[src/hdl/irq_enable_defs.svh]
// constants of the peripheral interrupt enable block
// assumes inclusion by bare name from hdl/
`ifndef IRQ_ENABLE_DEFS_SVH
`define IRQ_ENABLE_DEFS_SVH
`define ADR_ENABLE      4'h0
`define ADR_STATUS      4'h4
`define ADR_MASK        4'h8
`define ADR_GATED       4'hC
`define ENABLE_RESET    16'h0000
`define ENABLE_WMASK    16'h7FD0
`define BIT_DMA2        8
`define BIT_OC3         9
`define BIT_EXT1        4
`define BIT_UNIMPL      5
`define BIT_SER2RX      14
`define BIT_EXT2        13
`define BIT_TMR5        12
`define BIT_TMR4        11
`define BIT_OC4         10
`define BIT_IC8         7
`define BIT_IC7         6
`define STATUS_RESET    16'h0000
`define MASK_RESET      16'h0000
`endif

[src/hdl/irq_enable_pkg.sv]
// types of the peripheral interrupt enable block
// assumes no surroundings
package irq_enable_pkg;
	typedef logic [15:0] word16_t;
	typedef enum logic [1:0] {
		BUS_IDLE = 2'b00,
		BUS_ACK  = 2'b01
	} bus_state_t;
endpackage

[src/hdl/irq_gate_if.sv]
// bundle between the register front end and the gate
// assumes one clock domain
`timescale 1ns/1ps
interface irq_gate_if;
	logic [15:0] enable;
	logic [15:0] request;
	logic [15:0] gated;
	modport regs (output enable, output request, input gated);
	modport gate (input enable, input request, output gated);
endinterface

[src/hdl/irq_enable.sv]
// peripheral interrupt enable register with wishbone slave
// assumes async request inputs, one 200 MHz clock
`timescale 1ns/1ps
`include "irq_enable_defs.svh"
module irq_enable (
	input  wire logic        ref_clk,
	input  wire logic        rst_n,
	input  wire logic        clk_en,
	input  wire logic        wb_cyc_i,
	input  wire logic        wb_stb_i,
	input  wire logic        wb_we_i,
	input  wire logic [3:0]  wb_adr_i,
	input  wire logic [3:0]  wb_sel_i,
	input  wire logic [31:0] wb_dat_i,
	output logic      [31:0] wb_dat_o,
	output logic             wb_ack_o,
	input  wire logic        serial2_rx_req,
	input  wire logic        ext_irq2_req,
	input  wire logic        timer_five_req,
	input  wire logic        timer_four_req,
	input  wire logic        out_cmp_ch4_req,
	input  wire logic        out_cmp_ch3_req,
	input  wire logic        dma_ch2_done_req,
	input  wire logic        in_cap_ch8_req,
	input  wire logic        in_cap_ch7_req,
	input  wire logic        ext_irq1_req,
	output logic      [15:0] cpu_irq_req,
	output logic             irq
);
	irq_gate_if gif ();
	irq_gate u_gate (
		.g (gif.gate)
	);

	irq_enable_pkg::word16_t    enable, next_enable;
	irq_enable_pkg::word16_t    status, next_status;
	irq_enable_pkg::word16_t    mask, next_mask;
	irq_enable_pkg::word16_t    sync1, sync2, req_prev;
	irq_enable_pkg::word16_t    next_cpu_irq;
	irq_enable_pkg::bus_state_t state, next_state;
	logic [31:0]                next_dat;
	logic                       next_irq;
	logic                       next_ack;
	logic [15:0]                raw_req;
	logic                       wr, rd;

	// merge byte lanes 0..1 into a 16-bit register
	function automatic logic [15:0] lane_merge(input logic [15:0] old,
		input logic [31:0] d, input logic [3:0] sel);
		lane_merge = {sel[1] ? d[15:8] : old[15:8],
			sel[0] ? d[7:0] : old[7:0]};
	endfunction

	always_comb begin
		raw_req = 16'h0000;
		raw_req[`BIT_SER2RX] = serial2_rx_req;
		raw_req[`BIT_EXT2]   = ext_irq2_req;
		raw_req[`BIT_TMR5]   = timer_five_req;
		raw_req[`BIT_TMR4]   = timer_four_req;
		raw_req[`BIT_OC4]    = out_cmp_ch4_req;
		raw_req[`BIT_OC3]    = out_cmp_ch3_req;
		raw_req[`BIT_DMA2]   = dma_ch2_done_req;
		raw_req[`BIT_IC8]    = in_cap_ch8_req;
		raw_req[`BIT_IC7]    = in_cap_ch7_req;
		raw_req[`BIT_EXT1]   = ext_irq1_req;
	end

	assign gif.enable  = enable;
	assign gif.request = sync2;

	assign wr = wb_cyc_i && wb_stb_i && wb_we_i
		&& state == irq_enable_pkg::BUS_IDLE;
	assign rd = wb_cyc_i && wb_stb_i && !wb_we_i
		&& state == irq_enable_pkg::BUS_IDLE;

	always_comb begin
		next_state  = state;
		next_ack    = 1'b0;
		next_enable = enable;
		next_mask   = mask;
		next_status = status;
		next_dat    = wb_dat_o;
		case (state)
		irq_enable_pkg::BUS_IDLE: begin
			if (wr || rd) begin
				next_state = irq_enable_pkg::BUS_ACK;
				next_ack   = 1'b1;
			end
		end
		irq_enable_pkg::BUS_ACK: begin
			next_state = irq_enable_pkg::BUS_IDLE;
		end
		default: begin
			next_state = irq_enable_pkg::BUS_IDLE;
		end
		endcase
		if (wr) begin
			case (wb_adr_i)
			`ADR_ENABLE: begin
				// bit 5 and unlisted bits keep no value
				next_enable = lane_merge(enable, wb_dat_i, wb_sel_i)
					& `ENABLE_WMASK;
			end
			`ADR_MASK: begin
				next_mask = lane_merge(mask, wb_dat_i, wb_sel_i)
					& `ENABLE_WMASK;
			end
			`ADR_STATUS: begin
				next_status = status
					& ~lane_merge(16'h0000, wb_dat_i, wb_sel_i);
			end
			default: begin
			end
			endcase
		end
		// new request edge wins over a clear
		next_status = next_status | (gif.gated & ~req_prev);
		if (rd) begin
			case (wb_adr_i)
			`ADR_ENABLE: next_dat = {16'h0000, enable};
			`ADR_STATUS: next_dat = {16'h0000, status};
			`ADR_MASK:   next_dat = {16'h0000, mask};
			`ADR_GATED:  next_dat = {16'h0000, gif.gated};
			default:     next_dat = 32'h0000_0000;
			endcase
		end
		next_cpu_irq = gif.gated;
		next_irq     = |(next_status & mask);
	end

	always_ff @(posedge ref_clk) begin
		if (!rst_n) begin
			state    <= irq_enable_pkg::BUS_IDLE;
			wb_ack_o <= 1'b0;
			wb_dat_o <= 32'h0000_0000;
			enable   <= `ENABLE_RESET;
			mask     <= `MASK_RESET;
			status   <= `STATUS_RESET;
			sync1    <= 16'h0000;
			sync2    <= 16'h0000;
			req_prev <= 16'h0000;
			cpu_irq_req <= 16'h0000;
			irq      <= 1'b0;
		end else if (clk_en) begin
			state    <= next_state;
			wb_ack_o <= next_ack;
			wb_dat_o <= next_dat;
			enable   <= next_enable;
			mask     <= next_mask;
			status   <= next_status;
			sync1    <= raw_req;
			sync2    <= sync1;
			req_prev <= gif.gated;
			cpu_irq_req <= next_cpu_irq;
			irq      <= next_irq;
		end
	end

	a_dma2_gate: assert property (@(posedge ref_clk)
		disable iff (!rst_n)
		clk_en |=> cpu_irq_req[`BIT_DMA2] ==
		$past(enable[`BIT_DMA2] && sync2[`BIT_DMA2]))
		else $error("dma2 gate wrong");
	a_oc3_gate: assert property (@(posedge ref_clk)
		disable iff (!rst_n)
		clk_en && !enable[`BIT_OC3] |=> !cpu_irq_req[`BIT_OC3])
		else $error("oc3 passed while disabled");
	a_oc3_pass: assert property (@(posedge ref_clk)
		disable iff (!rst_n)
		clk_en && enable[`BIT_OC3] && sync2[`BIT_OC3]
		|=> cpu_irq_req[`BIT_OC3])
		else $error("oc3 not passed");
	a_ext1_gate: assert property (@(posedge ref_clk)
		disable iff (!rst_n)
		clk_en && enable[`BIT_EXT1] && sync2[`BIT_EXT1]
		|=> cpu_irq_req[`BIT_EXT1])
		else $error("ext1 not passed");
	a_ext1_block: assert property (@(posedge ref_clk)
		disable iff (!rst_n)
		clk_en && !enable[`BIT_EXT1] |=> !cpu_irq_req[`BIT_EXT1])
		else $error("ext1 passed while disabled");
	a_bit5_zero: assert property (@(posedge ref_clk)
		disable iff (!rst_n)
		!enable[`BIT_UNIMPL] && !cpu_irq_req[`BIT_UNIMPL])
		else $error("bit 5 holds a value");
	a_bit5_read: assert property (@(posedge ref_clk)
		disable iff (!rst_n)
		!wb_dat_o[`BIT_UNIMPL])
		else $error("bit 5 read as one");
	a_mask_gate: assert property (@(posedge ref_clk)
		disable iff (!rst_n)
		clk_en |=> cpu_irq_req == $past(enable & sync2))
		else $error("gated requests wrong");
	a_others_gate: assert property (@(posedge ref_clk)
		disable iff (!rst_n)
		clk_en |=> (cpu_irq_req & 16'h7CC0)
		== $past(enable & sync2 & 16'h7CC0))
		else $error("other sources wrong");
	a_write_enable: assert property (@(posedge ref_clk)
		disable iff (!rst_n)
		clk_en && wr && wb_adr_i == `ADR_ENABLE && wb_sel_i[1:0] == 2'b11
		|=> enable == ($past(wb_dat_i[15:0]) & `ENABLE_WMASK))
		else $error("enable write lost");
	// a frozen clock holds ack, so only a running cycle must drop it
	a_ack_single: assert property (@(posedge ref_clk)
		disable iff (!rst_n)
		wb_ack_o && clk_en |=> !wb_ack_o)
		else $error("ack longer than one cycle");
	a_ack_answer: assert property (@(posedge ref_clk)
		disable iff (!rst_n)
		(wr || rd) && clk_en |=> wb_ack_o)
		else $error("request not answered");
	a_freeze_hold: assert property (@(posedge ref_clk)
		disable iff (!rst_n)
		!clk_en |=> $stable(cpu_irq_req) && $stable(enable)
		&& $stable(status))
		else $error("state moved while frozen");
	a_irq_level: assert property (@(posedge ref_clk)
		disable iff (!rst_n)
		clk_en |=> irq == |(status & $past(mask)))
		else $error("irq level wrong");
	// status bits only fall through a clearing write
	a_status_keep: assert property (@(posedge ref_clk)
		disable iff (!rst_n)
		clk_en && !(wr && wb_adr_i == `ADR_STATUS)
		|=> (status & $past(status)) == $past(status))
		else $error("status bit lost");
endmodule

[src/hdl/irq_gate.sv]
// per-source gating of peripheral requests
// assumes requests already synchronised by the caller
`timescale 1ns/1ps
`include "irq_enable_defs.svh"
module irq_gate (
	irq_gate_if.gate g
);
	always_comb begin
		// enable bit and request per source, bit 5 never passes
		g.gated = g.enable & g.request & `ENABLE_WMASK;
	end
endmodule

[config.mk]
export PLATFORM = sky130hd
export DESIGN_NAME = irq_enable
export DESIGN_NICKNAME = d
export VERILOG_FILES = /design/src/hdl/irq_enable_pkg.sv /design/src/hdl/irq_gate_if.sv /design/src/hdl/irq_enable.sv /design/src/hdl/irq_gate.sv
export VERILOG_INCLUDE_DIRS = /design/src /design/src/hdl
export SDC_FILE = /design/constraint.sdc
export NUM_CORES = 1
export LEC_CHECK = 0
export BUFFER_PORTS_ARGS = -buffer_cell sky130_fd_sc_hd__buf_2
export CAP_MARGIN = 20
export CELL_PAD_IN_SITES_DETAIL_PLACEMENT = 1
export CELL_PAD_IN_SITES_GLOBAL_PLACEMENT = 1
export CORE_MARGIN = 5
export CORE_UTILIZATION = 42
export CTS_CLUSTER_DIAMETER = 40
export DETAILED_ROUTE_END_ITERATION = 16
export GPL_ROUTABILITY_DRIVEN = 0
export HOLD_SLACK_MARGIN = 0.02
export PLACE_DENSITY_LB_ADDON = 0.1
export RECOVER_POWER = 50
export SYNTH_ARGS = -nofsm -noshare
export SYNTH_HDL_FRONTEND = slang
export SYNTH_SLANG_ARGS = --single-unit
[constraint.sdc]
create_clock -name ref_clk -period 2.4 [get_ports ref_clk]
set_input_delay 0.12 -clock ref_clk [delete_from_list [all_inputs] [get_ports ref_clk]]
set_output_delay 0.12 -clock ref_clk [all_outputs]
set_load 0.01 [all_outputs]
==> reports/qor.txt, run 1 <==
status - complete, no violations
core area - 0.009240 mm²
DIE HEIGHT - 107.2 µm
register area - 0.001702 mm²
top cells by area, synth - dfxtp_1, mux2i_1, nor2b_1, buf_4, a21boi_0
Slew headroom - 5.877%
CTS Buf Count - 9
Pint - 2.088 mW
initial core utilization - 42.95%
row cnt - 35
worst-path cell chain - and4b_1 > nand4_1 > mux2i_1 > nor2b_1
Layout Utilization - 49.84%
layout cells sized above 1 - 13.37%
cell taking the most area after synthesis - dfxtp_1
clock share of power - 39.8%
routed length on met3 - 638 µm
Reg2Reg Depth - 4
Distinct cells, synth - 36
crit share post-route - 84.46%
clock-pin slew on the worst setup and hold paths - 0.09 ns
clk sinks - 85
reg2reg start - state[0]$_SDFFE_PN0P_
Max rail drop VDD - 0.2918 mV
switching power - 0.6494 mW
die span in x - 107.2 µm
Yosys warnings - 0
LEAKAGE - 1.936 nW
measured slew at the worst slew-check pin - 1.412 ns
setup TNS - 0 ns
Critical path destination - mask[8]$_SDFFE_PN0P_
area of the multi-input gates - 0.002037 mm²
final hold vios - 0
clk buf depth - 2
Pwr Density - 594.4 mW/mm²
Crit Reg-Reg Endpoint - mask[8]$_SDFFE_PN0P_
I/O Pins - 106
critical path data arrival time - 2.27 ns
top-count cell post-synth - dfxtp_1
HPWL after detailed placement - 7367 µm
WL/cell - 16.33 µm
Comb pwr share - 7.5%
Setup WS post-layout - 0.3729 ns
DR pass1 iterations - 5
switching part of the total - 23.72%
number of max-cap violations - 0
Routed Antenna Nets - 0
Vias - 3227
ys async rst share - 0%
diode count - 0
worst setup path start - state[0]$_SDFFE_PN0P_
total congestion overflow after global routing - 0
clock skew - 0.007347 ns
metal2 WL - 4696 µm
final instance area - 0.004606 mm²
# setup viols final - 0
Flop pwr share - 52.6%
critical path type - reg2reg
Mapped Cells - 427
worst skew pair latency - 0.35 ns
wl on met1 - 4913 µm
Slowest-stage cell, CP - and4b_1
Placement Cell Area - 0.004323 mm²
RSZ-0062 raised after global routing - false
number of vias per cell - 5.122
largest net degree at the start of global routing - 38
fmax - 493.3 MHz
CTS Hold Buffers Added - 11
gr usage total - 18.31%
crit path max fanout - 14
buffers added on ports - 65
FILL cells - 1072
DP Worst Slack - 0.3788 ns
number of flops mapped to enable cells by yosys - 0
Worst Setup Start Kind - flip-flop
Post-CTS Setup Bufs - 0
Nets - 552
Seq cells post-synth - 85
Crit path largest cell delay - 0.60 ns
CTS tree - yes
Cell Area, Synth - 0.003969 mm²
sequential share of the synthesized area - 42.88%
Critical Path End Type - flip-flop
Hold Path Class - in2reg
worst path required time - 2.64 ns
final slew viol count - 0
syn_area_per_cell - 9.295 µm²
commonest cells in the netlist - dfxtp_1, nor2b_1, mux2i_1, nand2_1, buf_4
Post-synth top flop - dfxtp_1
die footprint - 0.01149 mm²
drt drc - 0
first-pass GRT wire length - 16610 µm
clock root cell - clkbuf_8
H-tree Lvls - 3
initial antenna violation count - 0
Tmin final - 2.027 ns
FF-to-FF setup slack - 0.37 ns
Initial DRC Count - 137
post-CTS sizing - 0
post-synth top area share - 42.88%
WL final - 10290 µm
vias in the first global route - 3289
Area growth, synth to finish - 16.05%
Top Metal Used - met4
registers in the layout, indices dropped and copies added, names as in the netlist:
register and cells:
status 16, wb_dat_o 16, cpu_irq_req 10, enable 10, gif.request 10, mask 10
sync1 10, irq 1, state 1, wb_ack_o 1
through the flow:
stage | std cells | power [mW] | hold WS [ns]
6_report | 630 | 2.737 | 0.03418
2_1_floorplan | 448 | 1.617 | 0.2070
4_1_cts | 630 | 2.773 | 0.02485
3_5_place_dp | 603 | 1.668 | 0.2963
5_1_grt | 630 | 2.858 | 0.02294
3_3_place_gp | 603 | 1.664 | 0.2958
cell type report:
class | count | area share, %
Clock buffer | 12 | 3.586
Multi-Input combinational cell | 310 | 44.23
Clock inverter | 4 | 1.195
Inverter | 2 | 0.1630
Sequential cell | 85 | 36.95
Timing Repair Buffer | 88 | 10.38
Tap cell | 129 | 3.504
kinds of logic after synthesis:
kind of cell | Yosys count | synth area share [%]
buf+inv | 53 | 7.787
simple gates | 161 | 23.77
flops | 85 | 42.88
other cells | 1 | 0.09449
compound gates | 87 | 15.38
mux | 40 | 10.09
routing by layer:
layer,up-vias,GRT usage [%]
li1,1601,-
met1,1530,24.51
met4,0,4.292
met2,92,29.49
met5,-,0
met3,4,4.816
critical path: cells and delay by family, from the launching register on:
kind | cells | cell delay [ns]
and+or+nand+nor | 3 | 1.23
DFF | 1 | 0.32
muxes | 1 | 0.35
how the worst min path moves through the flow:
stage / startpoint / endpoint / cells past startpoint
finish: out_cmp_ch4_req / sync1[10]$_SDFFE_PN0P_ / 3
CTS: timer_four_req / sync1[11]$_SDFFE_PN0P_ / 3
detailed placement: wb_dat_i[2] / status[2]$_SDFFE_PN0P_ / 2
global route: out_cmp_ch4_req / sync1[10]$_SDFFE_PN0P_ / 3
floorplan: wb_dat_i[0] / status[0]$_SDFFE_PN0P_ / 1
global placement: wb_dat_i[2] / status[2]$_SDFFE_PN0P_ / 2
power by group through the flow:
| stage | Combinational [mW] | Sequential [mW] | Clock (mW) |
|---|---|---|---|
| after floorplan | 0.147 | 1.47 | 0 |
| after global placement | 0.191 | 1.47 | 0 |
| after detailed placement | 0.193 | 1.47 | 0 |
| after CTS | 0.208 | 1.44 | 1.12 |
| after global routing | 0.227 | 1.44 | 1.19 |
| final | 0.206 | 1.44 | 1.09 |
placed cells by master, fill, tap and decap left out, types with 11 or more instances in the layout:
cell type,netlist,layout
clkbuf_8,0,12
nand2b_1,13,13
nand2_1,38,38
conb_1,1,22
nand3_1,17,17
nor2b_1,52,52
dlygate4sd3_1,0,11
buf_2,9,39
clkbuf_1,17,30
mux2i_1,40,40
a21o_1,12,12
dfxtp_1,85,85
o21ai_0,18,18
a21boi_0,20,20
Note: power is estimated with default switching activity, not from simulation.
==> run 2, diff against run 1 <==
--- a/config.mk
+++ b/config.mk
@@ -11,7 +11,7 @@
 export CELL_PAD_IN_SITES_DETAIL_PLACEMENT = 1
 export CELL_PAD_IN_SITES_GLOBAL_PLACEMENT = 1
 export CORE_MARGIN = 5
-export CORE_UTILIZATION = 42
+export CORE_UTILIZATION = 39
 export CTS_CLUSTER_DIAMETER = 40
 export DETAILED_ROUTE_END_ITERATION = 16
 export GPL_ROUTABILITY_DRIVEN = 0
==> constraint.sdc (replaced) <==
create_clock -name ref_clk -period 2.02 [get_ports ref_clk]
set_input_delay 0.101 -clock ref_clk [delete_from_list [all_inputs] [get_ports ref_clk]]
set_output_delay 0.101 -clock ref_clk [all_outputs]
set_load 0.01 [all_outputs]
==> run 2 against run 1 <==
Net effect:
- power rose by 20%
- sequential power rose by 19%
- clock power rose by 22%
- cell area rose by 2.1%
- via count rose by 0.46%
- register-to-register slack got worse by 0.16 ns
- critical endpoint is now status[13]$_SDFFE_PN0P_
==> reports/qor.txt, run 2 (synthesized netlist as in run 1, its figures left out) <==
Area growth, synth to finish - 18.51%
core area - 0.009864 mm² (+6.8%)
largest net degree at the start of global routing - 39 (+2.6%)
Placement Cell Area - 0.004370 mm² (+1.1%)
critical path data arrival time - 2.06 ns (-0.21 ns)
initial core utilization - 40.23% (-2.7 points)
total congestion overflow after global routing - 0 (unchanged)
final instance area - 0.004703 mm² (+2.1%)
Max rail drop VDD - 0.3845 mV (+32%)
Tmin final - 1.812 ns (-0.2152 ns)
clk sinks - 85 (unchanged)
Routed Antenna Nets - 0 (unchanged)
Buf/Inv on CP - 0 (unchanged)
Hold WS - 0.04430 ns (+0.01012 ns)
WHS Endpoint - mask[7]$_SDFFE_PN0P_
# setup viols final - 0 (unchanged)
CTS tree - yes
reg2reg start - state[0]$_SDFFE_PN0P_
Crit path max-delay family - simple AND/OR/NAND/NOR gates
met3 Use GR - 3.275% (-1.5 points)
row cnt - 36 (+2.9%)
hold path depth - 3 (unchanged)
DR pass1 iterations - 4 (-1)
die span in x - 110.9 µm (+3.4%)
status - complete, no violations
clock root cell - clkbuf_8
Vias - 3242 (+0.46%)
Pwr Total - 3.297 mW (+20%)
fmax - 551.9 MHz (+12%)
Slowest-stage cell, CP - and4b_1
setup TNS - 0 ns (unchanged)
number of vias per cell - 5.050 (-1.4%)
LEAKAGE - 1.976 nW (+2.1%)
clock skew - 0.01042 ns (+0.003078 ns)
DP Worst Slack - 0.1964 ns (-0.1824 ns)
Worst Setup Start Kind - flip-flop
number of max-cap violations - 0 (unchanged)
Critical Path End Type - flip-flop
CTS Buf Count - 9 (unchanged)
most frequent cells in the layout - dfxtp_1, nor2b_1, mux2i_1, nand2_1, buf_2
initial antenna violation count - 0 (unchanged)
worst skew pair latency - 0.35 ns (about the same)
Hold Path Class - in2reg
FF-to-FF setup slack - 0.21 ns (-0.16 ns)
clock-pin slew on the worst setup and hold paths - 0.09 ns (about the same)
Finished Layout Cells - 642 (+1.9%)
gr usage total - 17.51% (-0.80 points)
post-CTS sizing - 0 (unchanged)
Initial DRC Count - 140 (+2.2%)
diode count - 0 (unchanged)
Placed Cells - 611 (+1.3%)
WL final - 10730 µm (+4.4%)
most common cell after layout, fill and taps aside - dfxtp_1
critical path type - reg2reg
Slew headroom - 41.64% (+36 points)
WL/cell - 16.72 µm (+2.4%)
FILL cells - 1162 (+8.4%)
Crit path largest cell delay - 0.51 ns (-0.09 ns)
Min-Delay Startpoint - wb_dat_i[7]
final slew viol count - 0 (unchanged)
RSZ-0062 raised after global routing - false
M1 GR Usage - 23.45% (-1.1 points)
clk buf depth - 2 (unchanged)
Post-CTS Setup Bufs - 0 (unchanged)
met2 usage - 28.48% (-1.0 points)
Setup WS post-layout - 0.2082 ns (-0.1648 ns)
final hold vios - 0 (unchanged)
crit path max fanout - 9 (-5)
CTS Hold Buffers Added - 16 (+5)
die footprint - 0.01229 mm² (+7.0%)
biggest regs - status (16), wb_dat_o (16)
layout cells sized above 1 - 13.75% (+0.38 points)
Pwr Density - 701.0 mW/mm² (+18%)
GR peak layer - met2
DIE HEIGHT - 110.9 µm (+3.4%)
Layout Utilization - 47.68% (-2.2 points)
crit share post-route - 89.69% (+5.2 points)
worst-path cell chain - and4b_1 > and4_1 > nand2_1 > a22oi_1 > nor2b_1
I/O Pins - 106 (unchanged)
vias in the first global route - 3384 (+2.9%)
worst path required time - 2.27 ns (-0.37 ns)
measured slew at the worst slew-check pin - 0.8755 ns (-0.5364 ns)
buffers added on ports - 65 (unchanged)
Nets - 561 (+1.6%)
Crit Reg-Reg Endpoint - status[13]$_SDFFE_PN0P_
first-pass GRT wire length - 17640 µm (+6.2%)
Reg2Reg Depth - 5 (+1)
HPWL after detailed placement - 7570 µm (+2.8%)
H-tree Lvls - 3 (unchanged)
drt drc - 0 (unchanged)
[run 2: changes by cell type in the layout (fill, tap and decap cells not counted)]
cell,before,now
buf_12,0,1
buf_2,39,36
buf_4,8,13
bufinv_16,1,2
clkbuf_2,0,2
clkbuf_8,12,10
clkinv_2,0,1
clkinv_4,2,0
dlygate4sd3_1,11,16
[run 2: worst register-to-register path: stages (launching register included)]
cell,delay (ns)
dfxtp_1,0.32
and4b_1,0.51
and4_1,0.50
nand2_1,0.11
a22oi_1,0.19
nor2b_1,0.07
[run 2: worst max-delay path by stage]
stage | startpoint | end | cells past startpoint
4_1_cts | state[0]$_SDFFE_PN0P_ | status[13]$_SDFFE_PN0P_ | 5
3_5_place_dp | state[0]$_SDFFE_PN0P_ | status[13]$_SDFFE_PN0P_ | 5
5_1_grt | clk_en | sync1[11]$_SDFFE_PN0P_ | 5
6_report | state[0]$_SDFFE_PN0P_ | status[13]$_SDFFE_PN0P_ | 5
2_1_floorplan | state[0]$_SDFFE_PN0P_ | irq$_SDFFE_PN0P_ | 7
3_3_place_gp | state[0]$_SDFFE_PN0P_ | status[12]$_SDFFE_PN0P_ | 5
[run 2: cell type report]
type | count | area, µm² | area share [%]
Clock inverter | 4 | 72.57 | 1.543
Timing Repair Buffer | 97 | 576.8 | 12.26
Inverter | 2 | 7.507 | 0.1596
Tap cell | 133 | 166.4 | 3.538
Clock buffer | 11 | 141.4 | 3.006
Multi-Input combinational cell | 310 | 2037 | 43.31
Sequential cell | 85 | 1702 | 36.18
[run 2: power by group]
group,internal (mW),switching [mW]
Sequential,1.70,0.0161
Clock,0.723,0.604
Combinational,0.118,0.141
[run 2: per-layer routing]
| layer | part of all wire, % | wire length [µm] | vias up |
|---|---|---|---|
| met5 | 0 | 0 | - |
| met4 | 1.6 | 172 | 0 |
| met3 | 4.6 | 497 | 16 |
| met2 | 46 | 4968 | 74 |
| met1 | 47 | 5095 | 1542 |
| li1 | - | - | 1610 |
